==> src/pif_pkg.sv <==
// Function
// - Flags set on their event regardless of own enable or global enable.
// - Set flags stay set until software writes zero; never auto-cleared.
// - Bit 7 of request two sets on oscillator failure.
// - Bits 6 and 5 set on enabled comparator two/one output edges.
// - Bit 4 of request two sets when a data memory write finishes.
// - Bit 3 of request two sets on serial bus collision.
// - Bit 2 of request two sets when a display frame completes.
// - Capture/compare flags set on capture or compare match events.
// - Timer six flag sets on postscaled period match only.
// - Timer four flag sets on postscaled period match only.
// - Unimplemented request bits ignore writes and read zero.
// - Implemented flags are read/write and reset to zero.
// - Enables share flag bit positions; global enable is control bit 7.
// - Peripheral requests pass only while peripheral enable is set.
package pif_pkg;
  localparam int          ADDR_W        = 8;
  localparam logic [7:0]  OFF_INTCTL    = 8'h00;
  localparam logic [7:0]  OFF_EN1       = 8'h04;
  localparam logic [7:0]  OFF_EN2       = 8'h08;
  localparam logic [7:0]  OFF_EN3       = 8'h0c;
  localparam logic [7:0]  OFF_REQ1      = 8'h10;
  localparam logic [7:0]  OFF_REQ2      = 8'h14;
  localparam logic [7:0]  OFF_REQ3      = 8'h18;
  localparam logic [7:0]  OFF_STATUS    = 8'h1c;
  localparam logic [7:0]  OFF_MASK      = 8'h20;
  localparam logic [7:0]  OFF_CCPMODE   = 8'h24;
  localparam logic [7:0]  OFF_CMPEDGE   = 8'h28;
  localparam logic [7:0]  OFF_POSTSC    = 8'h2c;
  localparam int          GLB_EN_BIT    = 7;
  localparam int          PER_EN_BIT    = 6;
  localparam int          OSF_BIT       = 7;
  localparam int          C2_BIT        = 6;
  localparam int          C1_BIT        = 5;
  localparam int          NV_BIT        = 4;
  localparam int          BCL_BIT       = 3;
  localparam int          LCD_BIT       = 2;
  localparam int          CCP2_BIT      = 0;
  localparam int          CCP5_BIT      = 6;
  localparam int          CCP4_BIT      = 5;
  localparam int          CCP3_BIT      = 4;
  localparam int          T6_BIT        = 3;
  localparam int          T4_BIT        = 1;
  localparam logic [7:0]  REQ2_IMPL     = 8'hfd;
  localparam logic [7:0]  REQ3_IMPL     = 8'h7a;
  localparam logic [7:0]  REG_RESET     = 8'h00;
  localparam logic [15:0] STAT_RESET    = 16'h0000;
  localparam logic [7:0]  POSTSC_RESET  = 8'h00;
  localparam logic [7:0]  EDGE_RESET    = 8'h05;
  localparam int          POST_W        = 4;
  localparam int          T4_POST_LSB   = 0;
  localparam int          T6_POST_LSB   = 4;
  localparam int          C1_RISE_BIT   = 0;
  localparam int          C1_FALL_BIT   = 1;
  localparam int          C2_RISE_BIT   = 2;
  localparam int          C2_FALL_BIT   = 3;
  localparam logic [1:0]  CCP_OFF       = 2'b00;
  localparam logic [1:0]  CCP_CAPTURE   = 2'b01;
  localparam logic [1:0]  CCP_COMPARE   = 2'b10;
  localparam logic [1:0]  CCP_PWM       = 2'b11;
  localparam logic [2:0]  HSIZE_WORD    = 3'b010;
  localparam logic        HRESP_OKAY    = 1'b0;
endpackage

==> src/pif_edge_sync.sv <==
`timescale 1ns/1ps
module pif_edge_sync
(
  input  wire logic clk,
  input  wire logic reset,
  input  wire logic async_in,
  input  wire logic rise_en,
  input  wire logic fall_en,
  output logic      edge_pulse
);
  logic meta_r;
  logic sync_r;
  logic prev_r;
  logic edge_nxt;

  assign edge_nxt = (sync_r & ~prev_r & rise_en) |
                    (~sync_r & prev_r & fall_en);

  always_ff @(posedge clk)
  begin
    if (reset)
    begin
      meta_r     <= 1'b0;
      sync_r     <= 1'b0;
      prev_r     <= 1'b0;
      edge_pulse <= 1'b0;
    end
    else
    begin
      meta_r     <= async_in;
      sync_r     <= meta_r;
      prev_r     <= sync_r;
      edge_pulse <= edge_nxt;
    end
  end
endmodule

==> src/pif_postscale.sv <==
`timescale 1ns/1ps
module pif_postscale
#(
  parameter int W = 4
)
(
  input  wire logic         clk,
  input  wire logic         reset,
  input  wire logic         match,
  input  wire logic [W-1:0] ratio,
  output logic              tick
);
  logic [W-1:0] cnt_r;
  logic         wrap;

  // Divides raw period matches by ratio plus one
  assign wrap = match & (cnt_r >= ratio);

  always_ff @(posedge clk)
  begin
    if (reset)
    begin
      cnt_r <= '0;
      tick  <= 1'b0;
    end
    else
    begin
      if (wrap)
        cnt_r <= '0;
      else if (match)
        cnt_r <= cnt_r + 1'b1;
      tick <= wrap;
    end
  end
endmodule

==> src/pif_ctrl.sv <==
// Implementation choices: the AHB-Lite register port and the register offsets.
`timescale 1ns/1ps
module pif_ctrl
(
  input  wire logic                        clk,
  input  wire logic                        reset,
  input  wire logic                        hsel,
  input  wire logic [pif_pkg::ADDR_W-1:0]  haddr,
  input  wire logic [1:0]                  htrans,
  input  wire logic                        hwrite,
  input  wire logic [2:0]                  hsize,
  input  wire logic [31:0]                 hwdata,
  input  wire logic                        hready,
  output logic                             hreadyout,
  output logic                             hresp,
  output logic [31:0]                      hrdata,
  input  wire logic                        osc_failed,
  input  wire logic                        comparator_one_out,
  input  wire logic                        comparator_two_out,
  input  wire logic                        nv_write_done,
  input  wire logic                        bus_collision_evt,
  input  wire logic                        frame_done,
  input  wire logic [3:0]                  capcomp_event,
  input  wire logic                        timer_four_match,
  input  wire logic                        timer_six_match,
  output logic                             periph_irq,
  output logic                             irq
);
  logic [7:0]  intctl_r;
  logic [7:0]  en1_r;
  logic [7:0]  en2_r;
  logic [7:0]  en3_r;
  logic [7:0]  req1_r;
  logic [7:0]  req2_r;
  logic [7:0]  req3_r;
  logic [15:0] stat_r;
  logic [15:0] mask_r;
  logic [7:0]  ccpmode_r;
  logic [7:0]  cmpedge_r;
  logic [7:0]  postsc_r;
  logic        wr_pend_r;
  logic        rd_pend_r;
  logic [7:0]  wr_addr_r;
  logic [7:0]  rd_addr_r;
  logic        hreadyout_r;
  logic [31:0] hrdata_r;
  logic        periph_irq_r;
  logic        irq_r;

  logic [7:0]  req2_nxt;
  logic [7:0]  req3_nxt;
  logic [15:0] stat_nxt;
  logic [7:0]  ev2;
  logic [7:0]  ev3;
  logic [3:0]  ccp_ok;
  logic        osc_edge;
  logic        c1_edge;
  logic        c2_edge;
  logic        t4_tick;
  logic        t6_tick;
  logic        addr_ok;
  logic [7:0]  wdata;
  logic        wr_intctl;
  logic        wr_en1;
  logic        wr_en2;
  logic        wr_en3;
  logic        wr_req1;
  logic        wr_req2;
  logic        wr_req3;
  logic        wr_stat;
  logic        wr_mask;
  logic        wr_ccpmode;
  logic        wr_cmpedge;
  logic        wr_postsc;
  logic [31:0] rd_mux;
  logic        any_req;
  logic        glb_en;
  logic        per_en;

  // Oscillator failure and comparator outputs arrive asynchronously
  pif_edge_sync u_osc_sync
  (
    .clk        (clk),
    .reset      (reset),
    .async_in   (osc_failed),
    .rise_en    (1'b1),
    .fall_en    (1'b0),
    .edge_pulse (osc_edge)
  );

  pif_edge_sync u_c1_sync
  (
    .clk        (clk),
    .reset      (reset),
    .async_in   (comparator_one_out),
    .rise_en    (cmpedge_r[pif_pkg::C1_RISE_BIT]),
    .fall_en    (cmpedge_r[pif_pkg::C1_FALL_BIT]),
    .edge_pulse (c1_edge)
  );

  pif_edge_sync u_c2_sync
  (
    .clk        (clk),
    .reset      (reset),
    .async_in   (comparator_two_out),
    .rise_en    (cmpedge_r[pif_pkg::C2_RISE_BIT]),
    .fall_en    (cmpedge_r[pif_pkg::C2_FALL_BIT]),
    .edge_pulse (c2_edge)
  );

  pif_postscale #(.W(pif_pkg::POST_W)) u_t4_post
  (
    .clk   (clk),
    .reset (reset),
    .match (timer_four_match),
    .ratio (postsc_r[pif_pkg::T4_POST_LSB +: pif_pkg::POST_W]),
    .tick  (t4_tick)
  );

  pif_postscale #(.W(pif_pkg::POST_W)) u_t6_post
  (
    .clk   (clk),
    .reset (reset),
    .match (timer_six_match),
    .ratio (postsc_r[pif_pkg::T6_POST_LSB +: pif_pkg::POST_W]),
    .tick  (t6_tick)
  );

  // Capture/compare units 2..5 only flag in capture or compare mode
  genvar k;
  generate
    for (k = 0; k < 4; k = k + 1)
    begin : g_ccp
      assign ccp_ok[k] = capcomp_event[k] &&
        (ccpmode_r[2*k +: 2] == pif_pkg::CCP_CAPTURE ||
         ccpmode_r[2*k +: 2] == pif_pkg::CCP_COMPARE);
    end
  endgenerate

  assign ev2[pif_pkg::OSF_BIT]  = osc_edge;
  assign ev2[pif_pkg::C2_BIT]   = c2_edge;
  assign ev2[pif_pkg::C1_BIT]   = c1_edge;
  assign ev2[pif_pkg::NV_BIT]   = nv_write_done;
  assign ev2[pif_pkg::BCL_BIT]  = bus_collision_evt;
  assign ev2[pif_pkg::LCD_BIT]  = frame_done;
  assign ev2[1]                 = 1'b0;
  assign ev2[pif_pkg::CCP2_BIT] = ccp_ok[0];
  assign ev3[7]                 = 1'b0;
  assign ev3[pif_pkg::CCP5_BIT] = ccp_ok[3];
  assign ev3[pif_pkg::CCP4_BIT] = ccp_ok[2];
  assign ev3[pif_pkg::CCP3_BIT] = ccp_ok[1];
  assign ev3[pif_pkg::T6_BIT]   = t6_tick;
  assign ev3[2]                 = 1'b0;
  assign ev3[pif_pkg::T4_BIT]   = t4_tick;
  assign ev3[0]                 = 1'b0;

  // Bus decode: word transfers only, writes land in the data phase
  assign addr_ok    = hsel & hready & htrans[1] &
                      (hsize == pif_pkg::HSIZE_WORD);
  assign wdata      = hwdata[7:0];
  assign wr_intctl  = wr_pend_r & (wr_addr_r == pif_pkg::OFF_INTCTL);
  assign wr_en1     = wr_pend_r & (wr_addr_r == pif_pkg::OFF_EN1);
  assign wr_en2     = wr_pend_r & (wr_addr_r == pif_pkg::OFF_EN2);
  assign wr_en3     = wr_pend_r & (wr_addr_r == pif_pkg::OFF_EN3);
  assign wr_req1    = wr_pend_r & (wr_addr_r == pif_pkg::OFF_REQ1);
  assign wr_req2    = wr_pend_r & (wr_addr_r == pif_pkg::OFF_REQ2);
  assign wr_req3    = wr_pend_r & (wr_addr_r == pif_pkg::OFF_REQ3);
  assign wr_stat    = wr_pend_r & (wr_addr_r == pif_pkg::OFF_STATUS);
  assign wr_mask    = wr_pend_r & (wr_addr_r == pif_pkg::OFF_MASK);
  assign wr_ccpmode = wr_pend_r & (wr_addr_r == pif_pkg::OFF_CCPMODE);
  assign wr_cmpedge = wr_pend_r & (wr_addr_r == pif_pkg::OFF_CMPEDGE);
  assign wr_postsc  = wr_pend_r & (wr_addr_r == pif_pkg::OFF_POSTSC);

  // Event OR'd last so a same-cycle clearing write cannot lose it
  generate
    for (k = 0; k < 8; k = k + 1)
    begin : g_flag
      assign req2_nxt[k] = pif_pkg::REQ2_IMPL[k] &
        (ev2[k] | (wr_req2 ? wdata[k] : req2_r[k]));
      assign req3_nxt[k] = pif_pkg::REQ3_IMPL[k] &
        (ev3[k] | (wr_req3 ? wdata[k] : req3_r[k]));
    end
  endgenerate

  // Sticky status, write one to clear, event wins
  assign stat_nxt = (stat_r & ~(wr_stat ? hwdata[15:0] : 16'h0000)) |
                    {ev3 & pif_pkg::REQ3_IMPL, ev2 & pif_pkg::REQ2_IMPL};

  assign glb_en  = intctl_r[pif_pkg::GLB_EN_BIT];
  assign per_en  = intctl_r[pif_pkg::PER_EN_BIT];
  assign any_req = |(req1_r & en1_r) | |(req2_r & en2_r) |
                   |(req3_r & en3_r);

  assign rd_mux =
    (rd_addr_r == pif_pkg::OFF_INTCTL)  ? {24'h000000, intctl_r}  :
    (rd_addr_r == pif_pkg::OFF_EN1)     ? {24'h000000, en1_r}     :
    (rd_addr_r == pif_pkg::OFF_EN2)     ? {24'h000000, en2_r}     :
    (rd_addr_r == pif_pkg::OFF_EN3)     ? {24'h000000, en3_r}     :
    (rd_addr_r == pif_pkg::OFF_REQ1)    ? {24'h000000, req1_r}    :
    (rd_addr_r == pif_pkg::OFF_REQ2)    ? {24'h000000, req2_r}    :
    (rd_addr_r == pif_pkg::OFF_REQ3)    ? {24'h000000, req3_r}    :
    (rd_addr_r == pif_pkg::OFF_STATUS)  ? {16'h0000, stat_r}      :
    (rd_addr_r == pif_pkg::OFF_MASK)    ? {16'h0000, mask_r}      :
    (rd_addr_r == pif_pkg::OFF_CCPMODE) ? {24'h000000, ccpmode_r} :
    (rd_addr_r == pif_pkg::OFF_CMPEDGE) ? {24'h000000, cmpedge_r} :
    (rd_addr_r == pif_pkg::OFF_POSTSC)  ? {24'h000000, postsc_r}  :
    32'h00000000;

  // Reads take one wait state so a write just before is visible
  always_ff @(posedge clk)
  begin
    if (reset)
    begin
      wr_pend_r   <= 1'b0;
      rd_pend_r   <= 1'b0;
      wr_addr_r   <= 8'h00;
      rd_addr_r   <= 8'h00;
      hreadyout_r <= 1'b1;
      hrdata_r    <= 32'h00000000;
    end
    else
    begin
      wr_pend_r   <= addr_ok & hwrite;
      rd_pend_r   <= addr_ok & ~hwrite;
      hreadyout_r <= ~(addr_ok & ~hwrite);
      if (addr_ok & hwrite)
        wr_addr_r <= haddr;
      if (addr_ok & ~hwrite)
        rd_addr_r <= haddr;
      if (rd_pend_r)
        hrdata_r <= rd_mux;
    end
  end

  always_ff @(posedge clk)
  begin
    if (reset)
    begin
      intctl_r  <= pif_pkg::REG_RESET;
      en1_r     <= pif_pkg::REG_RESET;
      en2_r     <= pif_pkg::REG_RESET;
      en3_r     <= pif_pkg::REG_RESET;
      req1_r    <= pif_pkg::REG_RESET;
      ccpmode_r <= pif_pkg::REG_RESET;
      cmpedge_r <= pif_pkg::EDGE_RESET;
      postsc_r  <= pif_pkg::POSTSC_RESET;
      mask_r    <= pif_pkg::STAT_RESET;
    end
    else
    begin
      if (wr_intctl)
        intctl_r <= wdata;
      if (wr_en1)
        en1_r <= wdata;
      if (wr_en2)
        en2_r <= wdata & pif_pkg::REQ2_IMPL;
      if (wr_en3)
        en3_r <= wdata & pif_pkg::REQ3_IMPL;
      if (wr_req1)
        req1_r <= wdata;
      if (wr_ccpmode)
        ccpmode_r <= wdata;
      if (wr_cmpedge)
        cmpedge_r <= wdata;
      if (wr_postsc)
        postsc_r <= wdata;
      if (wr_mask)
        mask_r <= hwdata[15:0];
    end
  end

  always_ff @(posedge clk)
  begin
    if (reset)
    begin
      req2_r       <= pif_pkg::REG_RESET;
      req3_r       <= pif_pkg::REG_RESET;
      stat_r       <= pif_pkg::STAT_RESET;
      periph_irq_r <= 1'b0;
      irq_r        <= 1'b0;
    end
    else
    begin
      req2_r       <= req2_nxt;
      req3_r       <= req3_nxt;
      stat_r       <= stat_nxt;
      periph_irq_r <= any_req & glb_en & per_en;
      irq_r        <= |(stat_r & mask_r);
    end
  end

  assign hreadyout  = hreadyout_r;
  assign hresp      = pif_pkg::HRESP_OKAY;
  assign hrdata     = hrdata_r;
  assign periph_irq = periph_irq_r;
  assign irq        = irq_r;

  chk_flag_sticky: assert property (@(posedge clk) disable iff (reset)
    !wr_req2 && !wr_req3 |=>
      (($past(req2_r) & ~req2_r) == 8'h00) &&
      (($past(req3_r) & ~req3_r) == 8'h00))
    else $error("flag cleared without a software write");

  chk_unimpl_zero: assert property (@(posedge clk) disable iff (reset)
    ##1 ((req2_r & ~pif_pkg::REQ2_IMPL) == 8'h00) &&
        ((req3_r & ~pif_pkg::REQ3_IMPL) == 8'h00))
    else $error("unimplemented request bit reads one");

  chk_event_sets: assert property (@(posedge clk) disable iff (reset)
    (ev2 != 8'h00) |=> ((req2_r & $past(ev2)) == $past(ev2)))
    else $error("event did not set its flag");

  chk_set_wins: assert property (@(posedge clk) disable iff (reset)
    wr_req2 && ev2[pif_pkg::NV_BIT] |=> req2_r[pif_pkg::NV_BIT])
    else $error("clearing write beat a same-cycle event");

  chk_pwm_ignored: assert property (@(posedge clk) disable iff (reset)
    capcomp_event[0] && ccpmode_r[1:0] == pif_pkg::CCP_PWM &&
    !req2_r[pif_pkg::CCP2_BIT] && !wr_req2
      |=> !req2_r[pif_pkg::CCP2_BIT])
    else $error("pulse-width unit raised its flag");

  chk_osc_fail: assert property (@(posedge clk) disable iff (reset)
    $rose(osc_failed) ##1 !wr_req2 [*3]
      |-> ##1 req2_r[pif_pkg::OSF_BIT])
    else $error("oscillator failure flag missed");

  chk_timer_post: assert property (@(posedge clk) disable iff (reset)
    timer_four_match &&
    postsc_r[pif_pkg::T4_POST_LSB +: pif_pkg::POST_W] == '0
    ##1 !wr_req3
      |=> req3_r[pif_pkg::T4_BIT])
    else $error("timer four match with unit ratio not flagged");

  chk_periph_gate: assert property (@(posedge clk) disable iff (reset)
    !per_en || !glb_en |=> !periph_irq_r)
    else $error("request passed with enables off");

  chk_req_out: assert property (@(posedge clk) disable iff (reset)
    any_req && glb_en && per_en |=> periph_irq_r)
    else $error("enabled request did not reach output");

  chk_read_wait: assert property (@(posedge clk) disable iff (reset)
    addr_ok && !hwrite |=> !hreadyout_r ##1 hreadyout_r)
    else $error("read wait state wrong");

  chk_irq_mask: assert property (@(posedge clk) disable iff (reset)
    (stat_r & mask_r) != 16'h0000 |=> irq_r)
    else $error("unmasked status did not raise irq");
endmodule

==> config.mk <==
export PLATFORM = sky130hd
export DESIGN_NAME = pif_ctrl
export DESIGN_NICKNAME = d
export VERILOG_FILES = /design/src/pif_pkg.sv /design/src/pif_edge_sync.sv /design/src/pif_postscale.sv /design/src/pif_ctrl.sv
export SDC_FILE = /design/constraint.sdc
export NUM_CORES = 1
export LEC_CHECK = 0
export BUFFER_PORTS_ARGS = -buffer_cell sky130_fd_sc_hd__buf_2
export CAP_MARGIN = 0
export CELL_PAD_IN_SITES_DETAIL_PLACEMENT = 2
export CELL_PAD_IN_SITES_GLOBAL_PLACEMENT = 2
export CORE_UTILIZATION = 35
export DETAILED_ROUTE_END_ITERATION = 8
export PLACE_DENSITY_LB_ADDON = 0.25
export SYNTH_ARGS = -nofsm -noshare
export SYNTH_HDL_FRONTEND = slang
export SYNTH_HIERARCHICAL = 1
export SYNTH_SLANG_ARGS = --single-unit
==> constraint.sdc <==
create_clock -name clk -period 5.45 [get_ports clk]
set_input_delay 0.2725 -clock clk [delete_from_list [all_inputs] [get_ports clk]]
set_output_delay 0.2725 -clock clk [all_outputs]
set_load 0.02 [all_outputs]
Word-level counts from Yosys, hierarchy flattened
Index checks and enable logic that the tools add are counted.
Operators by class
  add/sub/neg operators: 2
  magnitude comparators: 2
  equal/unequal tests: 31
  muxes and demuxes: 25
  bitwise logic cells: 60
  reduce and logical (&&, ||, !) cells: 16
Operators with widths (count)
  $mux 16: 10
  $eq 8x5->1 const B: 8
  $eq 8x6->1 const B: 8
  $and 16x16->16: 2
  $eq 8x4->1 const B: 4
  $and 1x1->1: 30
  $mux 8: 3
  $reduce_or 8->1: 3
  $and 8x8->8: 2
  $eq 8x3->1 const B: 2
  $logic_not 8->1: 2
  $not 16->16: 1
  $or 1x1->1: 16
  $or 16x15->16: 1
  $reduce_or 16->1: 1
  $mux 1: 12
  $add 4x1->4 const B: 2
  $and 8x7->8: 1
  $eq 2x1->1 const B: 4
  $eq 2x2->1 const B: 4
  $ge 4x4->1: 2
  $not 1->1: 7
  $logic_and 1x1->1: 4
  $logic_or 1x1->1: 4
  other kinds (2): 3
Storage, ports and cells
  register bits after elaboration: 183
  output and inout bits: 36
  word-level logic and storage cells: 174

Logic depth before layout (Yosys ltp)
Gate-level depths: netlist of run 1.
  depth in word-level cells: 13
  gate-level depth with buffers: 8
  gate-level depth less buffers: 6

Hierarchy
The synthesis of run 1 kept the hierarchy.
By module, submodules not included
  pif_ctrl: times used 1, cells an instance 750, area each 6691.4 sq um, seq. area each 2822.7 sq um
  pif_postscale: times used 2, cells an instance 36, area each 342.8 sq um, seq. area each 100.1 sq um
  pif_edge_sync: times used 3, cells an instance 10, area each 118.9 sq um, seq. area each 80.1 sq um

Least setup slack after synthesis of run 1
No wires, ideal clock.
  path kind: flip-flop to flip-flop
  from: register rd_addr_r[7]
  to: register hrdata_r[6], in the netlist hrdata[6]
  arrival time: 1.729 ns
  required time: 5.317 ns
  path slack: 3.588 ns
  stages on the path, launching flop included: 9
  path through: dfxtp_1 buf_6 or4b_1 buf_2 buf_6 a211oi_2 o221ai_1 a31oi_1 nor4_1
Between the ends
  word-level cells in the longest chain between the ends: 13
  elaborated cells on any way between the ends: 24
  those cells by class: eq/ne (11); mux (12); reduce/logical (1)
RTL lines
  from (decl): RTL line pif_ctrl.sv:44  | logic [7:0] rd_addr_r;
  from (signal assigned): RTL line pif_ctrl.sv:229  | rd_addr_r <= haddr;
  $eq 8x6->1: RTL line pif_ctrl.sv:206  | (rd_addr_r == pif_pkg::OFF_POSTSC) ? {24'h000000, postsc_r} :
  $mux 8: RTL line pif_ctrl.sv:206
  $mux 8: RTL line pif_ctrl.sv:205  | (rd_addr_r == pif_pkg::OFF_CMPEDGE) ? {24'h000000, cmpedge_r} :
  $mux 8: RTL line pif_ctrl.sv:204  | (rd_addr_r == pif_pkg::OFF_CCPMODE) ? {24'h000000, ccpmode_r} :
  $mux 16: RTL line pif_ctrl.sv:203  | (rd_addr_r == pif_pkg::OFF_MASK) ? {16'h0000, mask_r} :
  $mux 16: RTL line pif_ctrl.sv:202  | (rd_addr_r == pif_pkg::OFF_STATUS) ? {16'h0000, stat_r} :
  $mux 16: RTL line pif_ctrl.sv:201  | (rd_addr_r == pif_pkg::OFF_REQ3) ? {24'h000000, req3_r} :
  $mux 16: RTL line pif_ctrl.sv:200  | (rd_addr_r == pif_pkg::OFF_REQ2) ? {24'h000000, req2_r} :
  $mux 16: RTL line pif_ctrl.sv:199  | (rd_addr_r == pif_pkg::OFF_REQ1) ? {24'h000000, req1_r} :
  $mux 16: RTL line pif_ctrl.sv:198  | (rd_addr_r == pif_pkg::OFF_EN3) ? {24'h000000, en3_r} :
  $mux 16: RTL line pif_ctrl.sv:197  | (rd_addr_r == pif_pkg::OFF_EN2) ? {24'h000000, en2_r} :
  $mux 16: RTL line pif_ctrl.sv:196  | (rd_addr_r == pif_pkg::OFF_EN1) ? {24'h000000, en1_r} :
  $mux 16 *: RTL line pif_ctrl.sv:195  | (rd_addr_r == pif_pkg::OFF_INTCTL) ? {24'h000000, intctl_r} :
  to (signal assigned): RTL line pif_ctrl.sv:231  | hrdata_r <= rd_mux;
  to (decl): RTL line pif_ctrl.sv:46  | logic [31:0] hrdata_r;
Every way passes the cells marked *; elsewhere a longest branch is shown, timed or not.
A chain may end at the register's enable or synchronous reset.

Worst setup path after layout of run 1
  from: register rd_addr_r[2]
  to: register hrdata_r[3], in the netlist hrdata[3]
Same word-level chain as after synthesis.

==> out/qor.csv, run 1 <==
metric,value,unit
hold buffers post-CTS,1,
"Clk Latency, worst-skew pair",0.44,ns
Final Cycle Share,51.9,%
clock tree buffer depth,2,
number of global-route vias before repair,6802,
Critical Path Sink,hrdata[3],
global route overflow,0,
# IOs,98,
Sw Ratio,23.5,%
initial antenna violation count,0,
reg2reg end,hrdata[3],
pin count of the biggest net entering global routing,83,
Filler Cell Count,2429,
LEAKAGE,0.00349,uW
multiplexer share of the synthesized area,13.3,%
Seq cells post-synth,163,
starting DRC count in detailed routing,329,
Worst slew margin,17.9,%
Diodes inserted,0,
drt via density,5.55,
chip width,151,microns
fmax,353,MHz
R2R depth,6,
Clk network pwr share,47.3,%
Synth Area in Simple Gates,20.6,%
H-tree depth,4,
die area,22700,sq um
Synth Warn #,6,
Fin Setup TNS,0,ns
Worst Setup Start Kind,register,
worst slew pin tran,1.23,ns
syn avg cell area,9.08,sq um
number of post-CTS setup repair buffers,0,
pwr dens,284,nW/um^2
via count,6569,
CTS Sinks,163,
Chip Height,151,microns
max-slew violation count,0,
# port buffers,63,
CP Launch Point,rd_addr_r[2],
Max Cap Viol,0,
RSZ-0062 raised after global routing,false,
Worst setup EP type,register,
global placer's final weighted congestion,0.821,
Crit Path Max Fanout,16,
adder-cell share of the synthesized area,1.62,%
XOR/XNOR share of the synthesized area,0.680,%
cells after synthesis,852,
endpoints failing setup,0,
synthesized area,7730,sq um
hold slack,0.0224,ns
HPWL Detailed,18300,microns
Fin. Hold Viols,0,
first-pass detailed-route iteration total,5,
clock slew at reported path FFs,0.07,ns
Critical Path RT,5.74,ns
Int Pwr,1910,uW
CTS-repair resized insts,0,
status,finished clean,
hold crit path type,in2reg,
global-route wire length before repair,40400,microns
Num CTS Buffers,17,
Rows,54,
mean routed wirelength per cell,21.9,microns
Root Buffer,clkbuf_16,
Post-synth EDFFs,0,
sequential-to-total area share from yosys stat,42.2,%
post-route ant nets,0,
Comb power frac,4.0,%
maximum vdd drop,217,uV
ys flop type,dfxtp_1,
CORE AREA,21800,sq um
CP arrival,3.12,ns
DRT Wirelength,25900,microns
drt drc,0,
post-synth cell types,70,
nets,964,
clock tree from TritonCTS,done,
Compound-Gate Fraction of Synth Area,15.5,%
min Tclk post-route,2.83,ns
reg2reg start,rd_addr_r[2],
Synth area leader,dfxtp_1,
post-synth top area share,42.2,%
"FFs w/ async S/R, synth",0,%
dominant cells by area after synthesis,"dfxtp_1, mux2i_1, nor2_1",
largest family of logic cells by synthesized area,simple AND/OR/NAND/NOR gates,
Starting Density,35.5,%
Fin Clk Skew,0.00883,ns
Reg power frac,48.7,%
WS Path Type,reg2reg,
area grow syn2layout,13.4,%
gr usage total,24.1,%
Worst R2R Setup Slack,2.62,ns
layout cells sized above 1,15.6,%
Switch Pwr,587,uW
## cell families after synthesis
group,count (synthesis)
other,2
xor gates and xnor gates,6
adders and majority gates,10
buffers and inverters,94
muxes,96
DFF,163
AOI/OAI and AO/OA,176
and+or+nand+nor,305
## synthesized netlist by cell type (6+ instances only)
| master | number |
|---|---|
| a31oi_1 | 9 |
| ha_1 | 10 |
| buf_2 | 16 |
| xor2_1 | 6 |
| dfxtp_1 | 163 |
| nand2b_1 | 14 |
| nand3_1 | 32 |
| nand2_1 | 70 |
| o21ai_0 | 12 |
| nand3b_1 | 6 |
| inv_1 | 21 |
| buf_4 | 19 |
| a221oi_1 | 9 |
| a22o_1 | 14 |
| o221ai_1 | 7 |
| a21oi_1 | 80 |
| nor2_1 | 109 |
| nor2b_1 | 26 |
| mux2_2 | 7 |
| clkbuf_1 | 33 |
| a22oi_1 | 9 |
| mux2i_1 | 84 |
## worst min path at each step
stage	from	endpoint	slack (ns)	cells after the start
floorplan	reset	u_t4_post/cnt_r[3]	0.34	1
global placement	u_c1_sync/meta_r	u_c1_sync/sync_r	0.42	1
detailed placement	u_c2_sync/meta_r	u_c2_sync/sync_r	0.43	1
CTS	hwdata[15]	stat_r[15]	0.007	2
global route	hwdata[15]	stat_r[15]	0.01	2
finish	hwdata[15]	stat_r[15]	0.02	2
## worst max-delay path, stage by stage, from the launching register on
cell and delay [ns]:
dfxtp_1 0.73, buf_4 0.35, mux4_2 0.56, a32oi_1 0.19, a31oi_1 0.07, a2111oi_0 0.62
o32ai_1 0.15
## layout make-up
type	instances	area (sq um)	share of cell area (%)
Clock buffer	24	492	5.61
Clock inverter	7	73.8	0.842
Inverter	21	78.8	0.899
Multi-Input combinational cell	612	4090	46.6
Sequential cell	163	3260	37.2
Tap cell	280	350	3.99
Timing Repair Buffer	77	425	4.85
## routing by layer
metal / track usage (%) / vias to the layer above / wire length, microns
met1: 31.1 / 3347 / 12000
li1: - / 3071 / -
met3: 4.39 / 32 / 812
met5: 0 / - / 0
met4: 7.65 / 0 / 486
met2: 40.4 / 119 / 12600
## placed cells by master (no fill, tap or decap), types with 3 or more instances in the layout
master | Yosys | final
nand2b_1 | 14 | 14
inv_1 | 21 | 21
and3_1 | 5 | 5
a22oi_1 | 9 | 9
a31oi_1 | 9 | 9
a22o_1 | 14 | 14
nor2b_1 | 26 | 26
conb_1 | 2 | 19
buf_2 | 16 | 62
xor2_1 | 6 | 6
ha_1 | 10 | 10
mux2_2 | 7 | 7
buf_4 | 19 | 14
a211oi_2 | 3 | 3
a221oi_1 | 9 | 9
clkbuf_1 | 33 | 3
clkbuf_16 | 0 | 17
mux2i_1 | 84 | 84
nand2_1 | 70 | 70
nand3b_1 | 6 | 6
o32ai_1 | 5 | 5
mux4_2 | 5 | 5
o211ai_1 | 5 | 5
o221ai_1 | 7 | 7
nor4b_4 | 3 | 3
nand3_1 | 32 | 32
a21oi_1 | 80 | 80
o21ai_0 | 12 | 12
clkbuf_8 | 0 | 4
nor2_1 | 109 | 109
nor3_1 | 4 | 4
nand4_1 | 4 | 4
o22ai_1 | 4 | 4
dfxtp_1 | 163 | 163
## registers in the layout (all words and copies together), names as in the netlist, 4 cells and up
signal	flops
en2_r	7
cmpedge_r	8
stat_r	16
wr_addr_r	8
en1_r	8
u_t6_post/cnt_r	4
en3_r	5
postsc_r	8
req1_r	8
hrdata	16
mask_r	16
req2_r	7
intctl_r	8
rd_addr_r	8
ccpmode_r	8
req3_r	5
u_t4_post/cnt_r	4
## metrics by stage
stage | total power (uW) | setup slack [ns] | instance area, sq um | std cells | util, %
3_3_place_gp | 1340 | 2.66 | 8200 | 1152 | 37.7
3_5_place_dp | 1340 | 2.67 | 8200 | 1152 | 37.7
4_1_cts | 2520 | 2.65 | 8770 | 1184 | 40.3
2_1_floorplan | 1300 | 3.59 | 7800 | 869 | -
5_1_grt | 2570 | 2.40 | 8770 | 1184 | 40.3
6_report | 2490 | 2.62 | 8770 | 1184 | 40.3
## power by group through the flow
stage	clock network (uW)	registers, uW	logic, uW
after floorplan	0	1240	64.1
after global placement	0	1240	96.9
after detailed placement	0	1240	98.2
after CTS	1210	1210	99.5
after global routing	1250	1210	108
final	1180	1210	98.8
Note: power is estimated with default switching activity, not from simulation.
==> run 2, diff against run 1 <==
Settings changed: ABC_AREA set to 1, CORE_UTILIZATION 35 to 30.
Clock period 5.45 ns to 2.6 ns, I/O delays scaled along.
==> run 2 against run 1 <==
- final cell count increased by 17%
- non-clock buffer count up 21
- via count grew 3.4%
- clock-buffer cell count shrank 5
- worst hold slack lost 0.0055 ns
- sequential share of layout area grew 0.42 points
- clock skew increased by 0.0018 ns
- utilization decreased by 3.6 points
- fmax up 46%
- largest cell class unchanged
- synthesized cell count grew 14%
- clock power up 110%
- highest routed layer unchanged
- global-route usage is 2.6 points lower
- critical path type unchanged
==> out/qor.csv, run 2 <==
metric,value,unit,change
# port buffers,63,,unchanged
R2R depth,13,,+7
drt via density,4.90,,-12%
max-slew violation count,0,,unchanged
hold crit path type,in2reg,,
Fin. Hold Viols,0,,unchanged
Chip Height,158,microns,+4.7%
starting DRC count in detailed routing,299,,-9.1%
Starting Density,30.8,%,-4.7 points
CP Launch Point,rd_addr_r[6],,
CP arrival,2.31,ns,-0.81 ns
Synth area leader,dfxtp_1,,
hold slack,0.0169,ns,-0.00547 ns
number of post-CTS setup repair buffers,0,,unchanged
Num CTS Buffers,17,,unchanged
synthesized area,7280,sq um,-5.9%
"FFs w/ async S/R, synth",0,%,unchanged
layout cells sized above 1,14.6,%,-0.99 points
Crit Path Max Fanout,15,,-1
area grow syn2layout,19.2,%,
Worst Setup Start Kind,register,,
number of global-route vias before repair,7268,,+6.9%
initial antenna violation count,0,,unchanged
Final Cycle Share,74.3,%,+22 points
CTS Sinks,163,,unchanged
clock tree from TritonCTS,done,,
endpoints failing setup,0,,unchanged
mean routed wirelength per cell,18.2,microns,-17%
Fin Clk Skew,0.0106,ns,+0.00182 ns
pwr dens,605,nW/um^2,+110%
Diodes inserted,0,,unchanged
Worst setup EP type,register,,
post-route ant nets,0,,unchanged
"count leader, synth",nand2_1,,
Seq cells post-synth,163,,unchanged
Post-synth EDFFs,0,,unchanged
reg2reg end,hrdata[0],,
H-tree depth,4,,unchanged
layer with the highest usage,met2,,
reg2reg start,rd_addr_r[6],,
DRT Wirelength,25200,microns,-2.7%
nets,1127,,+17%
cells after synthesis,971,,+14%
M2 GR Usage,37.0,%,-3.3 points
syn avg cell area,7.50,sq um,-17%
RSZ-0062 raised after global routing,false,,
chip width,158,microns,+4.7%
most frequent cells in the layout,"nand2_1, dfxtp_1, a21oi_1, inv_1, o21ai_0",,
"commonest non-fill, non-tap cell in the layout",nand2_1,,
LEAKAGE,0.00358,uW,+2.8%
Fin Setup TNS,0,ns,unchanged
status,finished clean,,
die area,24900,sq um,+9.7%
CORE AREA,23600,sq um,+8.5%
Root Buffer,clkbuf_16,,
Filler Cell Count,2809,,+16%
drt drc,0,,unchanged
Rows,56,,+3.7%
clock slew at reported path FFs,0.07,ns,about the same
HPWL Detailed,18300,microns,about the same
Worst R2R Setup Slack,0.67,ns,-1.95 ns
post-synth cell types,43,,-39%
worst slew pin tran,0.701,ns,-0.527 ns
pin count of the biggest net entering global routing,41,,-51%
Critical Path RT,2.98,ns,-2.76 ns
global route overflow,0,,unchanged
via count,6793,,+3.4%
Synth Warn #,6,,unchanged
Worst slew margin,53.2,%,+35 points
Critical Path Sink,hrdata[0],,
"Clk Latency, worst-skew pair",0.44,ns,about the same
most instantiated cells after synthesis,"nand2_1, dfxtp_1, a21oi_1, inv_1, o21ai_0",,
WS Path Type,reg2reg,,
min Tclk post-route,1.93,ns,-0.898 ns
global placer's final weighted congestion,0.828,,+0.78%
# IOs,98,,unchanged
met3 Usage GRT,3.20,%,-1.2 points
CTS-repair resized insts,0,,unchanged
fmax,518,MHz,+46%
gr usage total,21.4,%,-2.6 points
first-pass detailed-route iteration total,4,,-1
sequential-to-total area share from yosys stat,44.8,%,+2.6 points
maximum vdd drop,384,uV,+77%
dominant cells by area after synthesis,"dfxtp_1, a21oi_1, nand2_1",,
clock tree buffer depth,2,,unchanged
Max Cap Viol,0,,unchanged
global-route wire length before repair,40000,microns,-1.2%
M1 GR Usage,26.9,%,-4.2 points
post-synth top area share,44.8,%,+2.6 points
ys flop type,dfxtp_1,,
[run 2: changes by cell type after synthesis, moves of 11 or more]
cell,before,now
o21ai_0,12,105
clkbuf_1,33,17
a21oi_1,80,138
nor2_1,109,52
buf_2,16,5
nand2b_1,14,0
nor2b_1,26,0
nor2_2,1,14
nand2_1,70,172
inv_1,21,118
mux2i_1,84,2
[run 2: what timing repair did]
item	CTS	global route
endpoints found under the setup margin	0	0
hold endpoints to repair	32	0
hold buffers	26	0
[run 2: kinds of logic after synthesis]
family | share of synthesized area (%)
and+or+nand+nor | 20.0
AOI/OAI and AO/OA | 20.8
buffers and inverters | 11.1
DFF | 44.8
adders and majority gates | 1.72
xor gates and xnor gates | 1.20
other | 0.103
muxes | 0.275
[run 2: power by group]
part	internal (uW)	total, uW	switching, uW
clock	1280	2430	1140
combinational	94.6	270	175
sequential	2520	2550	24.0
[run 2: worst min-delay path by stage]
| stage | from | to | slack (ns) | cells past startpoint |
|---|---|---|---|---|
| floorplan | reset | u_c1_sync/meta_r | 0.20 | 1 |
| global placement | osc_failed | u_osc_sync/meta_r | 0.33 | 3 |
| detailed placement | osc_failed | u_osc_sync/meta_r | 0.34 | 3 |
| CTS | bus_collision_evt | stat_r[3] | 0.006 | 3 |
| global route | bus_collision_evt | stat_r[3] | 0.04 | 3 |
| finish | bus_collision_evt | stat_r[3] | 0.02 | 3 |
[run 2: cell type report]
cell class	instances	area (sq um)	share of cell area [%]
Multi-Input combinational cell	639	3270	37.7
Clock buffer	19	453	5.22
Sequential cell	163	3260	37.6
Inverter	136	517	5.96
Timing Repair Buffer	98	668	7.70
Clock inverter	13	101	1.17
Tap cell	319	399	4.60
[run 2: critical path, stage by stage (launching register included)]
cell	delay (ns)
dfxtp_1	0.32
inv_1	0.08
nand2_1	0.15
nor2_8	0.28
inv_4	0.07
nor2_2	0.19
nand2_1	0.07
nand3_1	0.17
nor2_1	0.06
o21ai_1	0.17
nand2_1	0.07
nand2_1	0.06
nand2_1	0.07
a21oi_2	0.11
[run 2: per-layer routing]
metal / vias to the layer above / wire length (microns)
li1: 3318 / -
met5: - / 0
met4: 0 / 512
met3: 29 / 711
met2: 107 / 12200
met1: 3339 / 11800
[run 2: metrics by stage]
stage | util [%] | worst slack, ns | total power (uW) | std cells | cell area (sq um)
6_report | 36.7 | 0.668 | 5250 | 1387 | 8670
3_3_place_gp | 33.3 | 0.693 | 2840 | 1329 | 7860
2_1_floorplan | - | 1.21 | 2740 | 988 | 7340
3_5_place_dp | 33.3 | 0.617 | 2850 | 1329 | 7860
5_1_grt | 36.7 | 0.464 | 5430 | 1387 | 8670
4_1_cts | 36.7 | 0.624 | 5310 | 1387 | 8670
